===== config.mk =====
export PLATFORM = sky130hd
export DESIGN_NAME = stlc_top
export DESIGN_NICKNAME = d
export VERILOG_FILES = /design/src/logic/stlc_pkg.sv /design/src/logic/stlc_bound_cmp.sv /design/src/logic/stlc_top.sv
export SDC_FILE = /design/constraint.sdc
export NUM_CORES = 1
export LEC_CHECK = 0
export BUFFER_PORTS_ARGS = -buffer_cell sky130_fd_sc_hd__buf_2
export CORE_MARGIN = 2
export CORE_UTILIZATION = 27
export DETAILED_ROUTE_END_ITERATION = 8
export GPL_TIMING_DRIVEN = 0
export PLACE_DENSITY_LB_ADDON = 0.12
export SYNTH_ARGS = -nofsm -noshare
export SYNTH_HDL_FRONTEND = slang
export SYNTH_SLANG_ARGS = --single-unit

===== constraint.sdc =====
create_clock -name CLK_SYS_I -period 9.9 [get_ports CLK_SYS_I]
set_input_delay 1.98 -clock CLK_SYS_I [delete_from_list [all_inputs] [get_ports CLK_SYS_I]]
set_output_delay 1.98 -clock CLK_SYS_I [all_outputs]
set_load 0.005 [all_outputs]

===== src/logic/stlc_pkg.sv =====
// constants, register map and helpers for the software travel limit compare
// assumes one 10 MHz control clock and a 16-bit parameter index bus
package stlc_pkg;
    // parameter index of each register
    localparam logic [15:0] STLC_ADDR_ENABLE = 16'h02fc;
    localparam logic [15:0] STLC_ADDR_LIMIT_A = 16'h02fe;
    localparam logic [15:0] STLC_ADDR_LIMIT_B = 16'h0302;
    localparam logic [15:0] STLC_ADDR_STATE = 16'h0306;
    // values after reset
    localparam logic [1:0] STLC_ENABLE_RST = 2'h0;
    localparam logic [63:0] STLC_LIMIT_A_RST = 64'h0000000000000000;
    localparam logic [63:0] STLC_LIMIT_B_RST = 64'h0000000000000000;
    localparam logic [7:0] STLC_STATE_RST = 8'h00;
    // field positions
    localparam int STLC_EN_A_BIT = 0;
    localparam int STLC_EN_B_BIT = 1;
    localparam logic [15:0] STLC_ENABLE_MAX = 16'h0003;
    // accepted limit range is 54-bit signed: bits 63..53 equal
    localparam int STLC_RANGE_MSB = 53;
    // control cycle timing
    localparam int STLC_CLK_HZ = 10000000;
    localparam int STLC_CTRL_CYCLE_US = 250;
    localparam int STLC_CTRL_CYCLE_CLKS = STLC_CTRL_CYCLE_US * (STLC_CLK_HZ / 1000000);

    // true when a signed 64-bit value lies inside the accepted range
    function automatic logic stlc_in_range(input logic [63:0] v);
        stlc_in_range = (&v[63:STLC_RANGE_MSB]) | ~(|v[63:STLC_RANGE_MSB]);
    endfunction
endpackage


===== src/logic/stlc_bound_cmp.sv =====
// one inclusive signed bound compare against the actual position
// assumes position and bound are on the same clock, purely combinational
`timescale 1ns/1ps
`default_nettype none
module stlc_bound_cmp (
    input wire logic [63:0] pos_i,
    input wire logic [63:0] bound_i,
    input wire logic is_upper_i,
    input wire logic enable_i,
    output logic hit_o
);
    // signed views of the two operands
    logic signed [63:0] pos_s;
    logic signed [63:0] bnd_s;
    assign pos_s = pos_i;
    assign bnd_s = bound_i;

    // at or beyond upper, at or below lower; idle when disabled
    always_comb begin
        if (!enable_i) begin
            hit_o = 1'b0;
        end else if (is_upper_i) begin
            hit_o = (pos_s >= bnd_s);
        end else begin
            hit_o = (pos_s <= bnd_s);
        end
    end
endmodule
`default_nettype wire


===== src/logic/stlc_top.sv =====
// software travel limit compare: parameter registers, bound selection,
// control-cycle compare and merge with the hardware limit switches
// assumes actual position and homed flag come from logic on CLK_SYS_I,
// hardware limit switch inputs come straight from pins
`timescale 1ns/1ps
`default_nettype none
module stlc_top
    import stlc_pkg::*;
#(
    parameter int CTRL_CYCLE_CLKS = STLC_CTRL_CYCLE_CLKS
) (
    input wire logic CLK_SYS_I,
    input wire logic RST_I,
    // parameter access port
    input wire logic [15:0] PAR_ADDR_I,
    input wire logic PAR_WR_I,
    input wire logic PAR_RD_I,
    input wire logic [63:0] PAR_WDATA_I,
    output logic [63:0] PAR_RDATA_O,
    output logic PAR_ACK_O,
    output logic PAR_ERR_O,
    // position loop side
    input wire logic [63:0] ACT_POS_I,
    input wire logic AXIS_HOMED_I,
    // hardware limit switch pins
    input wire logic HW_LIMIT_POS_I,
    input wire logic HW_LIMIT_NEG_I,
    // results
    output logic [7:0] LIMIT_STATE_O,
    output logic POS_LIMIT_O,
    output logic NEG_LIMIT_O,
    output logic CTRL_TICK_O
);
    // divider width and last divider count
    localparam int CNT_W = $clog2(CTRL_CYCLE_CLKS + 1);
    localparam logic [CNT_W-1:0] CNT_LAST = CNT_W'(CTRL_CYCLE_CLKS - 1);

    logic [1:0] enable_r; // only two meaningful bits are stored
    logic [63:0] limit_a_r; // signed limit A position
    logic [63:0] limit_b_r; // signed limit B position
    logic [7:0] state_r; // published limit state word
    logic a_upper_r; // role of limit A at last compare
    logic [CNT_W-1:0] cnt_r; // control cycle divider
    logic tick_r; // one-cycle control cycle enable
    logic hw_pos_m_r, hw_pos_s_r; // pin synchroniser, positive switch
    logic hw_neg_m_r, hw_neg_s_r; // pin synchroniser, negative switch
    logic [63:0] rdata_r;
    logic ack_r;
    logic err_r;
    logic pos_lim_r;
    logic neg_lim_r;

    logic both_en; // dual mode
    logic a_upper_nxt; // limit A acts as upper bound
    logic hit_a, hit_b; // raw compare results
    logic sw_up_hit, sw_dn_hit; // software hits by direction
    logic wr_ok; // write accepted
    logic [63:0] rd_val; // decoded read value
    logic rd_hit; // read address mapped

    // divider for the control cycle enable
    always_ff @(posedge CLK_SYS_I or posedge RST_I) begin
        if (RST_I) begin
            cnt_r <= '0;
            tick_r <= 1'b0;
        end else if (cnt_r == CNT_LAST) begin
            cnt_r <= '0;
            tick_r <= 1'b1;
        end else begin
            cnt_r <= cnt_r + CNT_W'(1);
            tick_r <= 1'b0;
        end
    end

    // two-stage synchronisers for the switch pins
    always_ff @(posedge CLK_SYS_I or posedge RST_I) begin
        if (RST_I) begin
            hw_pos_m_r <= 1'b0;
            hw_pos_s_r <= 1'b0;
            hw_neg_m_r <= 1'b0;
            hw_neg_s_r <= 1'b0;
        end else begin
            hw_pos_m_r <= HW_LIMIT_POS_I;
            hw_pos_s_r <= hw_pos_m_r;
            hw_neg_m_r <= HW_LIMIT_NEG_I;
            hw_neg_s_r <= hw_neg_m_r;
        end
    end

    // write acceptance: enable limited to 0..3, limits to the legal range
    always_comb begin
        wr_ok = 1'b0;
        case (PAR_ADDR_I)
            STLC_ADDR_ENABLE: wr_ok = (PAR_WDATA_I <= 64'(STLC_ENABLE_MAX));
            STLC_ADDR_LIMIT_A: wr_ok = stlc_in_range(PAR_WDATA_I);
            STLC_ADDR_LIMIT_B: wr_ok = stlc_in_range(PAR_WDATA_I);
            default: wr_ok = 1'b0; // state word is read only
        endcase
    end

    // setting registers; a rejected write leaves the old value
    always_ff @(posedge CLK_SYS_I or posedge RST_I) begin
        if (RST_I) begin
            enable_r <= STLC_ENABLE_RST;
            limit_a_r <= STLC_LIMIT_A_RST;
            limit_b_r <= STLC_LIMIT_B_RST;
        end else if (PAR_WR_I && wr_ok) begin
            case (PAR_ADDR_I)
                STLC_ADDR_ENABLE: enable_r <= PAR_WDATA_I[1:0];
                STLC_ADDR_LIMIT_A: limit_a_r <= PAR_WDATA_I;
                STLC_ADDR_LIMIT_B: limit_b_r <= PAR_WDATA_I;
                default: enable_r <= enable_r;
            endcase
        end
    end

    // read decode; narrower registers zero-extended
    always_comb begin
        rd_val = '0;
        rd_hit = 1'b1;
        case (PAR_ADDR_I)
            STLC_ADDR_ENABLE: rd_val = {62'h0, enable_r};
            STLC_ADDR_LIMIT_A: rd_val = limit_a_r;
            STLC_ADDR_LIMIT_B: rd_val = limit_b_r;
            STLC_ADDR_STATE: rd_val = {56'h0, state_r};
            default: rd_hit = 1'b0; // unmapped index
        endcase
    end

    // answer one cycle after the strobe; write wins if both are raised
    always_ff @(posedge CLK_SYS_I or posedge RST_I) begin
        if (RST_I) begin
            rdata_r <= '0;
            ack_r <= 1'b0;
            err_r <= 1'b0;
        end else if (PAR_WR_I) begin
            ack_r <= 1'b1;
            err_r <= ~wr_ok;
        end else if (PAR_RD_I) begin
            rdata_r <= rd_val;
            ack_r <= 1'b1;
            err_r <= ~rd_hit;
        end else begin
            ack_r <= 1'b0;
            err_r <= 1'b0;
        end
    end

    // bound roles; equal values leave A as the lower bound
    assign both_en = enable_r[STLC_EN_A_BIT] & enable_r[STLC_EN_B_BIT];
    assign a_upper_nxt = both_en & ($signed(limit_a_r) > $signed(limit_b_r));

    // limit A compare, gated by its enable bit and homing
    stlc_bound_cmp u_cmp_a (
        .pos_i(ACT_POS_I),
        .bound_i(limit_a_r),
        .is_upper_i(a_upper_nxt),
        .enable_i(enable_r[STLC_EN_A_BIT] & AXIS_HOMED_I),
        .hit_o(hit_a)
    );

    // limit B compare takes the opposite role of A
    stlc_bound_cmp u_cmp_b (
        .pos_i(ACT_POS_I),
        .bound_i(limit_b_r),
        .is_upper_i(~a_upper_nxt),
        .enable_i(enable_r[STLC_EN_B_BIT] & AXIS_HOMED_I),
        .hit_o(hit_b)
    );

    // state word: cleared at once on loss of homing, else per control cycle
    always_ff @(posedge CLK_SYS_I or posedge RST_I) begin
        if (RST_I) begin
            state_r <= STLC_STATE_RST;
            a_upper_r <= 1'b0;
        end else if (!AXIS_HOMED_I) begin
            state_r <= STLC_STATE_RST;
        end else if (tick_r) begin
            state_r <= {6'h00, hit_b, hit_a};
            a_upper_r <= a_upper_nxt;
        end
    end

    // software hits sorted by direction of travel
    assign sw_up_hit = (state_r[0] & a_upper_r) | (state_r[1] & ~a_upper_r);
    assign sw_dn_hit = (state_r[0] & ~a_upper_r) | (state_r[1] & a_upper_r);

    // merged limits: either source stops travel, neither masks the other
    always_ff @(posedge CLK_SYS_I or posedge RST_I) begin
        if (RST_I) begin
            pos_lim_r <= 1'b0;
            neg_lim_r <= 1'b0;
        end else begin
            pos_lim_r <= hw_pos_s_r | sw_up_hit;
            neg_lim_r <= hw_neg_s_r | sw_dn_hit;
        end
    end

    assign PAR_RDATA_O = rdata_r;
    assign PAR_ACK_O = ack_r;
    assign PAR_ERR_O = err_r;
    assign LIMIT_STATE_O = state_r;
    assign POS_LIMIT_O = pos_lim_r;
    assign NEG_LIMIT_O = neg_lim_r;
    assign CTRL_TICK_O = tick_r;
endmodule
`default_nettype wire


==> results.tsv <==
metric	value	unit
Post-Layout Inst Area	0.01617	mm^2
most frequent cells after synthesis	dfrtp_1, ha_1, nand2_1, a21oi_1, inv_1	
Mean Syn Cell Area	9.109	um^2
Root Buffer Master	clkbuf_16	
Post-Synth Simple-Gate Area	14.84	%
first-pass GRT wire length	73.22	mm
yosys warns	0	
wire per inst	20.54	um
Post-Layout Cell Count	2345	
Clock Skew	21.45	ps
Cell Area, Synth	0.01318	mm^2
clk sinks	218	
htree depth	1	
most common cell in the synthesized netlist	dfrtp_1	
die area	0.05060	mm^2
Worst EP required	10380	ps
FP Rows	80	
GP Congestion	0.8751	
WHS	355.0	ps
# port buffers	220	
Hold Path Class	register to register	
met2 usage	30.54	%
die height	225.0	um
largest net degree at the start of global routing	95	
final worst slack	4945	ps
Largest delay share family, worst path	buffers and inverters	
synthesis-stage register bit count	218	
setup violators final	0	
vias in the first global route	11960	
Die Width	225.0	um
total CTS buffers	29	
max incr delay on CP	680	ps
starting density of the core	27.49	%
post-synthesis compound-gate area fraction	17.99	%
peak supply drop	0.1323	mV
mux share of post-synthesis cell area	0.5695	%
GRT Max-Usage Layer	met2	
R2R Setup Slk	6480	ps
placed insts	2289	
Worst Setup Path Type	input pin to register	
cells along the critical path	clkbuf_1 > nand3_1 > nor3_1 > and2_1 > clkbuf_1 > buf_1 > a22oi_1 > a21oi_1	
Fill cells	5025	
DP HPWL	37.72	mm
synthesized instance count	1447	
ys async rst share	100.0	%
area share of the largest cell type after synthesis	41.39	%
Core Area	0.04795	mm^2
clock-pin slew on the worst setup and hold paths	60	ps
total track usage	19.12	%
Leakage	8.054	nW
Post-CTS Hold Buffers	0	
status	finished, final reports clean	
Synth Area in XOR/XNOR	0.8638	%
peak fanout along the critical path	10	
detailed-route wire length	48.17	mm
drt initial violations	673	
sequential-to-total area share from yosys stat	41.39	%
number of remaining DRC errors	0	
largest family of logic cells by synthesized area	adder cells	
CP Capture Type	register	
I/O pin count	228	
slowest cell on the critical path	nor3_1	
CTS tree	yes	
Nets	2049	
Post-synth EDFFs	0	
leading area contributor after synthesis	dfrtp_1	
final hold violation count	0	
Tightest Pin Transition	1313	ps
crit path launch type	input pin	
Rel. slew slack	12.46	%
area grow syn2layout	22.69	%
Power Density	140.8	mW/mm^2
ranking of synthesized cells by area	dfrtp_1, ha_1, nand2_1	
Slew Viols, Final	0	
TritonRoute pass-1 iters	7	
setup bufs post-CTS	0	
post_cts resized	0	
period utilisation layout	50.05	%
unrepaired setup endpoints after global routing	no	
crit path time final	4955	ps
top achievable clock speed	201.8	MHz
Worst EP arrival	5440	ps
initial antenna violation count	5	
global route total overflow	0	
via/cell ratio	4.958	
dpl ws	4321	ps
Routed Antenna Nets	0	
most frequent CP cell	clkbuf_1	
met1 global-route usage	26.43	%
routing usage on met3	3.794	%
DR vias	11630	
buffer and inverter count on the worst path	3	
layout cells sized above 1	17.82	%
CTS Buffer Depth	3	
max cap viols	0	
Yosys cell types	64	
Post-Synth Adder-Cell Area	18.32	%
Placed Area	0.01513	mm^2
Clk Latency, worst-skew pair	570	ps
Post-synth top flop	dfrtp_1	
## layer usage
layer / wire length, um / part of all wire, % / vias to the layer above
li1: - / - / 5669
met1: 22640 / 47 / 5613
met2: 21920 / 45 / 265
met3: 2495 / 5.2 / 71
met4: 1068 / 2.2 / 8
met5: 50 / 0.10 / -
## cells in the final DEF, fill, tap and decap left out, types with 40 or more instances in the layout
| cell | instances |
|---|---|
| nand2_1 | 189 |
| ha_1 | 193 |
| a21oi_1 | 138 |
| nor2_1 | 92 |
| clkbuf_1 | 40 |
| buf_2 | 226 |
| a22oi_1 | 62 |
| dfrtp_1 | 218 |
| nand4_1 | 40 |
| inv_1 | 131 |
| o21ai_0 | 119 |
## worst paths after layout
kind	startpoint	to	depth (start not counted)
max in group asynchronous	RST_I	limit_a_r[50]$_DFFE_PP0P_	3
worst max register to register	limit_b_r[15]$_DFFE_PP0P_	LIMIT_STATE_O[1]$_DFFE_PP0P_	11
worst min register to register	hw_neg_m_r$_DFF_PP0_	hw_neg_s_r$_DFF_PP0_	0
min in group asynchronous	RST_I	PAR_RDATA_O[24]$_DFFE_PP0P_	2
worst max-delay path	PAR_ADDR_I[2]	PAR_RDATA_O[47]$_DFFE_PP0P_	8
worst min-delay path	hw_neg_m_r$_DFF_PP0_	hw_neg_s_r$_DFF_PP0_	0
## flip-flops by register name, indices dropped and copies added (netlist names), 2 cells and up
name and count:
LIMIT_STATE_O 2, PAR_RDATA_O 64, cnt_r 12, enable_r 2, limit_a_r 64, limit_b_r 64
## logic make-up after synthesis
| family | Yosys count |
|---|---|
| AOI/OAI and AO/OA | 402 |
| xor gates and xnor gates | 13 |
| adders and majority gates | 193 |
| buffers and inverters | 194 |
| DFF | 218 |
| muxes | 7 |
| other | 1 |
| and+or+nand+nor | 419 |
## area by class of cell
type / instances / area, um^2 / share of cell area (%)
inverter: 133 / 506.7 / 3.133
tap: 615 / 769.5 / 4.758
multi-input combinational: 1040 / 6953 / 42.99
timing repair buffer: 222 / 1156 / 7.149
clock buffer: 39 / 833.3 / 5.153
clock inverter: 15 / 200.2 / 1.238
antenna: 2 / 5.005 / 0.03095
buffer: 61 / 292.8 / 1.810
sequential: 218 / 5455 / 33.73
## per-stage QoR
stage               setup TNS (ps)  utilization (%)  power (mW)
global placement           -275170            31.43       1.155
CTS                              0            33.72       2.310
finish                           0            33.73       2.277
floorplan                        0                -       1.036
global route                     0            33.72       2.372
detailed placement               0            31.56       1.159
## power breakdown
part | internal [mW] | switching, mW | total [mW]
Clock | 0.695 | 0.443 | 1.14
Combinational | 0.0795 | 0.120 | 0.200
Sequential | 0.923 | 0.0164 | 0.939
(Power assumes the default switching activity.)
